## src/rtl/isr_map.svh

```systemverilog
// Constants of the indication signal router: source codes, timing, widths.
// Assumes inclusion by bare name from the package and the router module.
`ifndef ISR_MAP_SVH
`define ISR_MAP_SVH

// Source select codes
`define ISR_SRC_ONE         5'h00
`define ISR_SRC_ZERO        5'h01
`define ISR_SRC_START_LOCK  5'h02
`define ISR_SRC_TEACH_PC    5'h03
`define ISR_SRC_TEACH_OVR   5'h04
`define ISR_SRC_FAULT       5'h05
`define ISR_SRC_DIRTY       5'h06
`define ISR_SRC_WEAK        5'h07
`define ISR_SRC_LED_YELLOW  5'h08
`define ISR_SRC_MUTING      5'h09
`define ISR_SRC_SSO_FAULT   5'h0A
`define ISR_SRC_SSO_STATE   5'h0B
`define ISR_SRC_MAGNET      5'h0C
`define ISR_SRC_OPT_BRIDGE  5'h0D
`define ISR_SRC_FIELD_FREE  5'h0E
`define ISR_SRC_KEY_FITTED  5'h0F
`define ISR_SRC_LINE_BASE   5'h10
`define ISR_SRC_W           5
`define ISR_NUM_SRC         32

// Function setting codes
`define ISR_FN_OFF          2'h0
`define ISR_FN_DIRECT       2'h1
`define ISR_FN_INVERT       2'h2

// Dirty window persistence time
`define ISR_DIRTY_MIN       10
`define ISR_CLK_HZ          100000000
`define ISR_DIRTY_CYC       (64'(`ISR_DIRTY_MIN) * 64'd60 * 64'(`ISR_CLK_HZ))

// Reset values
`define ISR_OUT_RST         1'b0

`endif

```

## src/rtl/isr_pkg.sv

```systemverilog
// Types of the indication signal router.
// Assumes isr_map.svh is on the include path.
`default_nettype none
`include "isr_map.svh"
package isr_pkg;

  typedef enum logic [1:0] {
    ISR_FN_OFF_E    = `ISR_FN_OFF,
    ISR_FN_DIRECT_E = `ISR_FN_DIRECT,
    ISR_FN_INVERT_E = `ISR_FN_INVERT
  } isr_fn_e;

  // One channel's configuration
  typedef struct packed {
    isr_fn_e                fn;
    logic [`ISR_SRC_W-1:0]  src;
    logic [1:0]             line;
  } isr_chan_cfg_s;

  // Internal status flags from the receiver
  typedef struct packed {
    logic start_lock_en;
    logic start_unlocked;
    logic teach_pc;
    logic teach_ovr;
    logic error;
    logic fault;
    logic weak_beam;
    logic weak_edge_only;
    logic led_yellow;
    logic muting;
    logic sso_state;
    logic sso_fault;
    logic magnet;
    logic opt_bridge;
    logic field_free;
  } isr_status_s;

  // Channel output state machine, one-hot
  typedef enum logic [2:0] {
    ISR_CH_IDLE   = 3'b001,
    ISR_CH_DIRECT = 3'b010,
    ISR_CH_INVERT = 3'b100
  } isr_ch_state_e;

endpackage : isr_pkg
`default_nettype wire

```

## src/rtl/isr_indication_router.sv

```systemverilog
// Indication signal router: two channels route a chosen internal signal onto
// a chosen indication line, direct or inverted. Assumes synchronous inputs.
`default_nettype none
`include "isr_map.svh"
module isr_indication_router
  import isr_pkg::*;
#(
  parameter int          NUM_LINES  = 16,
  parameter int          NUM_OUT    = 4,
  parameter longint      DIRTY_CYC  = `ISR_DIRTY_CYC
) (
  input  wire logic                 i_clk_sys,
  input  wire logic                 i_sys_rst,
  input  wire logic                 i_clk_en,
  input  wire isr_status_s          i_status,
  input  wire logic [NUM_LINES-1:0] i_logic_lines,
  input  wire isr_chan_cfg_s        i_cfg_a,
  input  wire isr_chan_cfg_s        i_cfg_b,
  output var  logic [NUM_OUT-1:0]   o_ind_line,
  output var  logic [NUM_OUT-1:0]   o_ind_line_used,
  output var  logic                 o_start_locked,
  output var  logic                 o_dirty_window,
  output var  logic                 o_cfg_conflict
);

  localparam int CNT_W = $clog2(DIRTY_CYC + 1);
  localparam int NSRC  = `ISR_NUM_SRC;
  localparam int LBASE = int'(`ISR_SRC_LINE_BASE);

  initial begin
    if (NUM_LINES < 1 || LBASE + NUM_LINES > NSRC) begin
      $error("NUM_LINES does not fit the source select range");
    end
    if (NUM_OUT < 2 || NUM_OUT > 4) begin
      $error("NUM_OUT must lie between 2 and 4");
    end
    if (DIRTY_CYC < 1) begin
      $error("DIRTY_CYC must be at least one");
    end
  end

  // Start interlock: set at reset, held until unlocked
  logic start_lock_reg;
  logic start_lock_next;
  assign start_lock_next = start_lock_reg & ~i_status.start_unlocked;

  // Weak beam persistence counter
  logic             weak_beam;
  logic [CNT_W-1:0] weak_cnt_reg;
  logic [CNT_W-1:0] weak_cnt_next;
  logic             weak_full;
  logic             dirty_reg;
  logic             dirty_next;

  assign weak_beam     = i_status.weak_beam & ~i_status.weak_edge_only;
  assign weak_full     = (weak_cnt_reg == CNT_W'(DIRTY_CYC));
  assign weak_cnt_next = !weak_beam ? '0 :
                         weak_full  ? weak_cnt_reg :
                                      weak_cnt_reg + CNT_W'(1);
  assign dirty_next    = weak_beam & (weak_full | (weak_cnt_reg == CNT_W'(DIRTY_CYC - 1)));

  always_ff @(posedge i_clk_sys) begin
    if (i_sys_rst) begin
      start_lock_reg <= 1'b1;
      weak_cnt_reg   <= '0;
      dirty_reg      <= 1'b0;
    end else if (i_clk_en) begin
      start_lock_reg <= start_lock_next;
      weak_cnt_reg   <= weak_cnt_next;
      dirty_reg      <= dirty_next;
    end
  end

  // Source vector indexed by select code
  logic [NSRC-1:0] src_vec;

  assign src_vec[`ISR_SRC_ONE]        = 1'b1;
  assign src_vec[`ISR_SRC_ZERO]       = 1'b0;
  assign src_vec[`ISR_SRC_START_LOCK] = start_lock_reg & i_status.start_lock_en;
  assign src_vec[`ISR_SRC_TEACH_PC]   = i_status.teach_pc;
  assign src_vec[`ISR_SRC_TEACH_OVR]  = i_status.teach_ovr;
  assign src_vec[`ISR_SRC_FAULT]      = i_status.error | i_status.fault;
  // Same edge as o_dirty_window, so the routed line and the flag agree
  assign src_vec[`ISR_SRC_DIRTY]      = dirty_next;
  assign src_vec[`ISR_SRC_WEAK]       = weak_beam;
  assign src_vec[`ISR_SRC_LED_YELLOW] = i_status.led_yellow;
  assign src_vec[`ISR_SRC_MUTING]     = i_status.muting;
  assign src_vec[`ISR_SRC_SSO_FAULT]  = i_status.sso_fault;
  assign src_vec[`ISR_SRC_SSO_STATE]  = i_status.sso_state;
  assign src_vec[`ISR_SRC_MAGNET]     = i_status.magnet;
  assign src_vec[`ISR_SRC_OPT_BRIDGE] = i_status.opt_bridge;
  assign src_vec[`ISR_SRC_KEY_FITTED] = i_status.magnet & i_status.opt_bridge;
  assign src_vec[`ISR_SRC_FIELD_FREE] = i_status.field_free;

  // Logical lines, unfiltered; unused codes read zero
  genvar g;
  generate
    for (g = LBASE; g < NSRC; g++) begin : g_line_src
      if (g - LBASE < NUM_LINES) begin : g_used
        assign src_vec[g] = i_logic_lines[g - LBASE];
      end else begin : g_unused
        assign src_vec[g] = 1'b0;
      end
    end
  endgenerate

  // Per-channel selection and polarity
  isr_chan_cfg_s cfg [2];
  assign cfg[0] = i_cfg_a;
  assign cfg[1] = i_cfg_b;

  isr_ch_state_e    ch_state_reg  [2];
  isr_ch_state_e    ch_state_next [2];
  logic [1:0]       ch_level;
  logic [1:0]       ch_active;
  logic [1:0]       ch_line_ok;

  generate
    for (g = 0; g < 2; g++) begin : g_chan
      logic sel_bit;
      assign sel_bit       = src_vec[cfg[g].src];
      assign ch_line_ok[g] = (int'(cfg[g].line) < NUM_OUT);
      assign ch_state_next[g] =
        (cfg[g].fn == ISR_FN_DIRECT_E && ch_line_ok[g]) ? ISR_CH_DIRECT :
        (cfg[g].fn == ISR_FN_INVERT_E && ch_line_ok[g]) ? ISR_CH_INVERT :
                                                          ISR_CH_IDLE;

      always_ff @(posedge i_clk_sys) begin
        if (i_sys_rst) begin
          ch_state_reg[g] <= ISR_CH_IDLE;
        end else if (i_clk_en) begin
          ch_state_reg[g] <= ch_state_next[g];
        end
      end

      always_comb begin
        case (ch_state_next[g])
          ISR_CH_DIRECT: begin
            ch_level[g]  = sel_bit;
            ch_active[g] = 1'b1;
          end
          ISR_CH_INVERT: begin
            ch_level[g]  = ~sel_bit;
            ch_active[g] = 1'b1;
          end
          default: begin
            ch_level[g]  = `ISR_OUT_RST;
            ch_active[g] = 1'b0;
          end
        endcase
      end
    end
  endgenerate

  // Output line drive; channel A wins a shared line
  logic [NUM_OUT-1:0] line_next;
  logic [NUM_OUT-1:0] used_next;
  logic               conflict_next;

  generate
    for (g = 0; g < NUM_OUT; g++) begin : g_out
      logic hit_a;
      logic hit_b;
      assign hit_a = ch_active[0] && (int'(cfg[0].line) == g);
      assign hit_b = ch_active[1] && (int'(cfg[1].line) == g);
      assign line_next[g] = hit_a ? ch_level[0] :
                            hit_b ? ch_level[1] : `ISR_OUT_RST;
      assign used_next[g] = hit_a | hit_b;
    end
  endgenerate

  assign conflict_next = ch_active[0] & ch_active[1] & (cfg[0].line == cfg[1].line);

  always_ff @(posedge i_clk_sys) begin
    if (i_sys_rst) begin
      o_ind_line      <= '0;
      o_ind_line_used <= '0;
      o_start_locked  <= 1'b1;
      o_dirty_window  <= 1'b0;
      o_cfg_conflict  <= 1'b0;
    end else if (i_clk_en) begin
      o_ind_line      <= line_next;
      o_ind_line_used <= used_next;
      o_start_locked  <= start_lock_next;
      o_dirty_window  <= dirty_next;
      o_cfg_conflict  <= conflict_next;
    end
  end

endmodule : isr_indication_router
`default_nettype wire

```

## config.mk

```make
export PLATFORM = sky130hd
export DESIGN_NAME = isr_indication_router
export DESIGN_NICKNAME = d
export VERILOG_FILES = /design/src/rtl/isr_pkg.sv /design/src/rtl/isr_indication_router.sv
export VERILOG_INCLUDE_DIRS = /design/src /design/src/rtl
export SDC_FILE = /design/constraint.sdc
export NUM_CORES = 1
export LEC_CHECK = 0
export ABC_AREA = 1
export ABC_CLOCK_PERIOD_IN_PS = 3800
export BUFFER_PORTS_ARGS = -buffer_cell sky130_fd_sc_hd__buf_4
export CORE_ASPECT_RATIO = 0.7
export CORE_MARGIN = 5
export CORE_UTILIZATION = 60
export DETAILED_ROUTE_END_ITERATION = 12
export MAX_ROUTING_LAYER = met4
export PLACE_DENSITY_LB_ADDON = 0.05
export SYNTH_ARGS = -nofsm -noshare
export SYNTH_HDL_FRONTEND = slang
export SYNTH_SLANG_ARGS = --single-unit
```

## constraint.sdc

```tcl
create_clock -name i_clk_sys -period 3.8 [get_ports i_clk_sys]
set_input_delay 0.57 -clock i_clk_sys [delete_from_list [all_inputs] [get_ports i_clk_sys]]
set_output_delay 0.57 -clock i_clk_sys [all_outputs]
set_load 0.005 [all_outputs]
```

==> summary.txt, run 1 <==
Synth
  – EDFF count, synth: 0
  – Synth Cell Area: 3650 um2
  – Fraction of registers with async set/reset: 0%
  – Synth top area share: 25.8%
  – Sequential share of the synthesized area: 25.8%
  – Cell taking the most area after synthesis: dfxtp_1
  – Mapped Cells: 610
  – Distinct cells, synth: 43
  – Main synth FF type: dfxtp_1
  – Number of synthesis warnings: 0
  – Yosys reg bits: 47
  – Synth area leaders: dfxtp_1 26%, nand2_1 17%, nand3_1 9.1%, nor2_1 8.1%, a21oi_1 6.2%
  – Syn nets: 668
  – Synthesized area per cell: 5.98 um2

Placement
  – Detailed placer's ending HPWL: 8.46 mm
  – Port-buffer cells: 62
  – Routability cong.: 1.03
  – DP Cell Count: 731

Drt
  – DRC viols: 0
  – Via count: 4254
  – DR pass1 iterations: 5
  – Antenna Nets Post-Route: 0
  – Vias per inst: 5.76
  – Initial DRC count: 444
  – WL/cell: 14.7 um
  – Wirelength, routed: 10.9 mm

Floorplan
  – Row cnt: 23
  – Initial Util: 62.7%
  – Die area: 7760 um2
  – Floorplan core area: 5810 um2
  – Top-Level Pins: 63
  – Die X: 103 um
  – Die H: 75.2 um

Timing
  – Slew of the pin with the lowest slew margin: 0.731 ns
  – Tmin final: 2.32 ns
  – Highest clock rate: 431 MHz
  – Fin. Hold Viols: 0
  – RSZ-0062 raised after global routing: false
  – Finish-stage setup viols: 0
  – Setup_tns: 0 ns
  – Clk_skew: 0.0111 ns
  – Final Slew Violations: 0
  – Fin Hold WS: 0.484 ns
  – Rel. slew slack: 51.3%
  – Tcrit/Tclk final: 61.0%

Hold path
  – Hold-critical path endpoint: o_dirty_window
  – Hold Crit Class: reg2reg
  – Hold Path Cell Cnt: 2
  – Hold Startpoint: o_dirty_window

Setup path
  – CP Launch Type: register
  – Crit Path Max Fanout: 28
  – CP endpoint kind: register
  – CP Data Arrival Time: 2.55 ns
  – Worst R2R End: weak_cnt_reg[30]
  – Reg-to-reg startpoint: weak_cnt_reg[0]
  – Critical path class: reg2reg
  – Reg2reg path depth: 12
  – Slack of the worst reg-to-reg path: 1.48 ns
  – Crit. Startpoint: weak_cnt_reg[0]
  – Crit path required time: 4.04 ns

Power
  – Worst VDD drop: 215 uV
  – PD cells: 243 nW/um2
  – Combinational power share: 19.7%
  – Internal power: 717 uW
  – Clock share of power: 31.0%
  – PnR Total Power: 1030 uW
  – Flop pwr share: 49.2%
  – Leak Pwr: 0.00174 uW
  – Psw: 308 uW
  – Sw Share: 30.1%

Global routing
  – Pin count of the biggest net entering global routing: 29
  – First-pass GRT wire length: 18.2 mm
  – Grt ovf: 0
  – GRT Resource Usage Total: 30.3%
  – Vias in the first global route: 3792
  – Initial antenna violation count: 0

Clock tree
  – CTS sink count: 47
  – Post-CTS Hold Buffers: 0
  – Post-CTS setup buffers: 0
  – Clk_lat worst skew: 0.31 ns
  – Clock Pin Slew Worst Setup and Hold Paths: 0.10 ns
  – H-tree Lvls: 2
  – TritonCTS Buffers: 5
  – Post-CTS Resized: 0
  – CTS root buf: clkbuf_8
  – Deepest clock path buffer count: 2
  – CTS tree: yes

Cells and area
  – Max reg flops: 36
  – Area grow syn2layout: 15.6%
  – Fraction of layout cells with a size suffix above 1: 16.0%
  – Final std cells w/o fill: 739
  – ANT cells: 0
  – Nets: 721

Flow run
  – Max Cap Viol: 0

Status
  – Outcome: complete, no violations
==> per-stage QoR <==
step / util (%) / area, um2 / setup slack (ns)
floorplan: - / 3650 / 1.95
global placement: 71.0 / 4130 / 1.58
detailed placement: 71.0 / 4130 / 1.46
CTS: 72.5 / 4220 / 1.52
global route: 72.5 / 4220 / 1.21
finish: 72.5 / 4220 / 1.48
==> worst max-delay path by stage <==
stage	endpoint	cells after the start
4_1_cts	weak_cnt_reg[30]	12
3_5_place_dp	weak_cnt_reg[16]	8
2_1_floorplan	o_ind_line[0]	15
5_1_grt	weak_cnt_reg[22]	12
3_3_place_gp	weak_cnt_reg[16]	8
6_report	weak_cnt_reg[30]	12
==> Yosys cell counts (all sizes together) (2+ instances only) <==
cell type  instances
nand2            165
nor2              84
inv               71
nand3             68
a21oi             47
dfxtp             47
nor3              31
o21ai             24
buf               13
nand4             11
xor2              10
ha                 6
nor4               5
a22oi              4
clkbuf             4
nand3b             4
xnor2              4
a31o               2
o211ai             2
==> worst max-delay path: stages (launching register included) <==
cell      delay (ns)
dfxtp_1         0.44
inv_1           0.15
ha_1            0.22
nand2_1         0.06
nor2_1          0.04
nand3_1         0.09
nand3b_1        0.16
nand2_4         0.23
inv_2           0.35
nand2_2         0.14
nor3_2          0.15
o21ai_1         0.07
a21oi_1         0.14
==> layout make-up <==
| class | count | area, um2 |
|---|---|---|
| multi-input combinational | 475 | 2350 |
| timing repair buffer | 63 | 473 |
| fill | 516 | 1600 |
| clock inverter | 3 | 22.5 |
| sequential | 47 | 941 |
| clock buffer | 5 | 68.8 |
| inverter | 71 | 267 |
| tap | 75 | 93.8 |
==> power groups by stage <==
| stage | Combinational, uW | Sequential, uW | Clock, uW |
|---|---|---|---|
| after floorplan | 115 | 516 | 0 |
| after global placement | 193 | 516 | 0 |
| after detailed placement | 199 | 516 | 0 |
| after CTS | 200 | 505 | 322 |
| after global routing | 225 | 506 | 348 |
| final | 202 | 505 | 318 |
==> metal layers <==
layer  up-vias  global-route usage (%)  wire length, um
li1       2100                       -                -
met1      1906                    45.5             5130
met2       237                    43.4             4460
met3        11                    4.26             1200
met4         0                    5.17               79
met5         -                       -                0
==> kinds of logic after synthesis <==
family | Yosys count | synth area share [%]
simple gates | 372 | 46.6
buf+inv | 88 | 9.74
compound gates | 83 | 12.5
flops | 47 | 25.8
xor+xnor | 14 | 3.36
fa+ha+maj | 6 | 2.06
==> cell usage in the layout, fill, tap and decap left out, drive strengths merged <==
master	count
o221ai	1
nand2	165
o21bai	1
a21oi	47
nand3b	4
clkinv	2
nor2	84
clkbuf	5
a31oi	1
dfxtp	47
nand3	68
or2	1
inv	72
and3	1
a22oi	4
o21ai	24
nor4	5
nor3	31
nor3b	1
buf	63
nand4	11
ha	6
a31o	2
o21a	1
xor2	10
o211ai	2
nor4b	1
xnor2	4
Note: power is estimated with default switching activity, not from simulation.
==> run 2, diff against run 1 <==
--- a/config.mk
+++ b/config.mk
@@ -6,12 +6,12 @@
 export SDC_FILE = /design/constraint.sdc
 export NUM_CORES = 1
 export LEC_CHECK = 0
-export ABC_AREA = 1
-export ABC_CLOCK_PERIOD_IN_PS = 3800
+export ABC_AREA = 0
+export ABC_CLOCK_PERIOD_IN_PS = 2000
 export BUFFER_PORTS_ARGS = -buffer_cell sky130_fd_sc_hd__buf_4
 export CORE_ASPECT_RATIO = 0.7
 export CORE_MARGIN = 5
-export CORE_UTILIZATION = 60
+export CORE_UTILIZATION = 49
 export DETAILED_ROUTE_END_ITERATION = 12
 export MAX_ROUTING_LAYER = met4
 export PLACE_DENSITY_LB_ADDON = 0.05
==> constraint.sdc (replaced) <==
create_clock -name i_clk_sys -period 2 [get_ports i_clk_sys]
set_input_delay 0.3 -clock i_clk_sys [delete_from_list [all_inputs] [get_ports i_clk_sys]]
set_output_delay 0.3 -clock i_clk_sys [all_outputs]
set_load 0.005 [all_outputs]
==> summary.txt, run 2 <==
Synth
  – Distinct cells, synth: 53 (was 43)
  – Syn nets: 391 (was 668)
  – Fraction of registers with async set/reset: 0% (unchanged)
  – Main synth FF type: dfxtp_1 (unchanged)
  – Synth top area share: 32.8% (was 25.8%)
  – Sequential share of the synthesized area: 32.8% (was 25.8%)
  – EDFF count, synth: 0 (unchanged)
  – Cell taking the most area after synthesis: dfxtp_1 (unchanged)
  – Synth Cell Area: 2870 um2 (was 3650 um2)
  – Mapped Cells: 333 (was 610)
  – Number of synthesis warnings: 0 (unchanged)
  – Synthesized area per cell: 8.63 um2 (was 5.98 um2)
  – Synth area leaders: dfxtp_1 33%, mux4_2 8.6%, xor2_1 6.7%, nor2_1 6.1%, nand2_1 3.0% (was dfxtp_1 26%, nand2_1 17%, nand3_1 9.1%, nor2_1 8.1%, a21oi_1 6.2%)
  – Yosys reg bits: 47 (unchanged)
  – Synth top cells by count: 47 x dfxtp_1, 47 x nor2_1, 23 x nand2_1 (was 163 x nand2_1, 79 x nor2_1, 66 x nand3_1)

Setup path
  – Crit path required time: 2.19 ns (was 4.04 ns)
  – Crit Path Max Fanout: 4 (was 28)
  – CP Launch Type: register (unchanged)
  – CP Data Arrival Time: 2.53 ns (was 2.55 ns)
  – Reg-to-reg startpoint: weak_cnt_reg[23] (was weak_cnt_reg[0])
  – Crit. Startpoint: weak_cnt_reg[23] (was weak_cnt_reg[0])
  – Critical path class: reg2reg (unchanged)
  – CP endpoint kind: register (unchanged)

Global routing
  – Grt ovf: 0 (unchanged)
  – GRT Resource Usage Total: 23.1% (was 30.3%)
  – First-pass GRT wire length: 13.4 mm (was 18.2 mm)
  – Vias in the first global route: 2807 (was 3792)
  – Pin count of the biggest net entering global routing: 34 (was 29)
  – Initial antenna violation count: 0 (unchanged)

Clock tree
  – TritonCTS Buffers: 5 (unchanged)
  – H-tree Lvls: 2 (unchanged)
  – Deepest clock path buffer count: 2 (unchanged)
  – CTS sink count: 47 (unchanged)
  – CTS root buf: clkbuf_8 (unchanged)
  – CTS tree: yes (unchanged)
  – Clk_lat worst skew: 0.30 ns (was 0.31 ns)
  – Clock Pin Slew Worst Setup and Hold Paths: 0.09 ns (was 0.10 ns)

Drt
  – Vias per inst: 5.48 (was 5.76)
  – WL/cell: 15.3 um (was 14.7 um)
  – Initial DRC count: 215 (was 444)
  – Via count: 2937 (was 4254)
  – Antenna Nets Post-Route: 0 (unchanged)
  – Wirelength, routed: 8.22 mm (was 10.9 mm)
  – DR pass1 iterations: 4 (was 5)
  – DRC viols: 0 (unchanged)

Timing
  – Finish-stage setup viols: 4 (was 0)
  – Slew of the pin with the lowest slew margin: 0.517 ns (was 0.731 ns)
  – Rel. slew slack: 65.5% (was 51.3%)
  – Setup_tns: -1.25 ns (was 0 ns)
  – Clk_skew: 0.00743 ns (was 0.0111 ns)
  – Min setup slack post-route: -0.339 ns (was 1.48 ns)
  – RSZ-0062 raised after global routing: true (was false)
  – Fin. Hold Viols: 0 (unchanged)
  – Tmin final: 2.34 ns (was 2.32 ns)
  – Fin Hold WS: 0.274 ns (was 0.484 ns)
  – Tcrit/Tclk final: 117% (was 61.0%)
  – Final Slew Violations: 0 (unchanged)
  – Highest clock rate: 427 MHz (was 431 MHz)

Floorplan
  – Die X: 102 um (was 103 um)
  – Initial Util: 50.4% (was 62.7%)
  – Die area: 7520 um2 (was 7760 um2)
  – Die H: 74.1 um (was 75.2 um)
  – Row cnt: 23 (unchanged)
  – Top-Level Pins: 63 (unchanged)
  – Floorplan core area: 5700 um2 (was 5810 um2)

Flow run
  – Max Cap Viol: 0 (unchanged)

Placement
  – Port-buffer cells: 62 (unchanged)
  – DP Cell Count: 522 (was 731)
  – Routability cong.: 0.903 (was 1.03)
  – Detailed placer's ending HPWL: 6.35 mm (was 8.46 mm)

Status
  – Failing checks: negative setup slack
  – Outcome: finished, violations left (was complete, no violations)

Cells and area
  – Nets: 518 (was 721)
  – Commonest non-fill, non-tap cell in the layout: buf_4 (was nand2_1)
  – Max reg flops: 36 (unchanged)
  – Fraction of layout cells with a size suffix above 1: 38.0% (was 16.0%)
  – ANT cells: 0 (unchanged)
  – Post-layout util: 72.9% (was 72.5%)
  – Area grow syn2layout: 44.6% (was 15.6%)
  – Most frequent cells in the layout: 130 x buf_4, 46 x nor2_1, 42 x dfxtp_1 (was 163 x nand2_1, 79 x nor2_1, 66 x nand3_1)
  – Final std cells w/o fill: 536 (was 739)

Hold path
  – Hold Crit Class: in2reg (was reg2reg)
  – Hold Startpoint: i_sys_rst (was o_dirty_window)

Power
  – PnR Total Power: 2160 uW (was 1030 uW)
  – Worst VDD drop: 312 uV (was 215 uV)
  – Leak Pwr: 0.00174 uW (about the same)
  – PD cells: 521 nW/um2 (was 243 nW/um2)
## run 2: cell types whose count changed after synthesis, sizes merged, moves of 11 or more
cell / change
nor3: -19
mux4: +11
nor2: -37
nand2: -142
xor2: +12
inv: -58
o21ai: -13
nand3: -52
a21oi: -39
## run 2: worst paths after layout
kind	to	depth (start not counted)	slack, ns
setup / recovery	o_ind_line[3]	7	-0.34
setup reg to reg	o_ind_line[3]	7	-0.34
hold reg to reg	o_cfg_conflict	2	0.47
hold / removal	o_cfg_conflict	2	0.27
## run 2: cells by family (layout without fill, tap and decap cells)
family	Yosys count	count (layout)	share of synthesized area, %
xor gates and xnor gates	30	30	9.15
adders and majority gates	6	6	2.61
AOI/OAI and AO/OA	57	57	14.0
muxes	17	17	10.7
buffers and inverters	25	153	3.40
and+or+nand+nor	151	151	27.4
DFF	47	47	32.8
## run 2: through the flow
step	setup WS, ns	area [um2]
floorplan	-0.289	2880
global placement	-0.440	3870
detailed placement	-0.441	3870
CTS	-0.372	4060
global route	-0.426	4150
finish	-0.339	4150
## run 2: final cells by class
| cell class | count | area, um2 |
|---|---|---|
| Clock inverter | 2 | 60.1 |
| Tap cell | 75 | 93.8 |
| Inverter | 14 | 52.6 |
| Sequential cell | 47 | 950 |
| Timing Repair Buffer | 131 | 987 |
| Clock buffer | 6 | 72.6 |
| Multi-Input combinational cell | 261 | 1940 |
| Fill cell | 453 | 1550 |
## run 2: routing by layer
metal  part of all wire, %  wire (um)  GRT usage, %
met1                    49       3990          32.9
met2                    45       3690          35.0
met3                   6.0        492          3.19
met4                  0.47         39          5.31
met5                     0          0             -
## run 2: critical path, cell delays in order, from the launching register on
cell       delay [ns]
dfxtp_2          0.33
or4_4            0.53
nor4_4           0.21
o2111ai_2        0.17
a211o_1          0.28
a311o_1          0.34
a311oi_1         0.28
a211oi_1         0.08
## run 2: repair_timing
action	4_1_cts	5_1_grt
setup endpoints to repair	11	19
gates resized for setup	9	20
setup buffers	3	3
hold buffers	0	0
pin swaps	9	13
hold endpoints to repair	0	0
## run 2: power breakdown
part           leakage (uW)  switching [uW]  internal (uW)
Combinational       0.00129             169            207
Clock             0.0000654             330            500
Sequential         0.000383            8.68            948
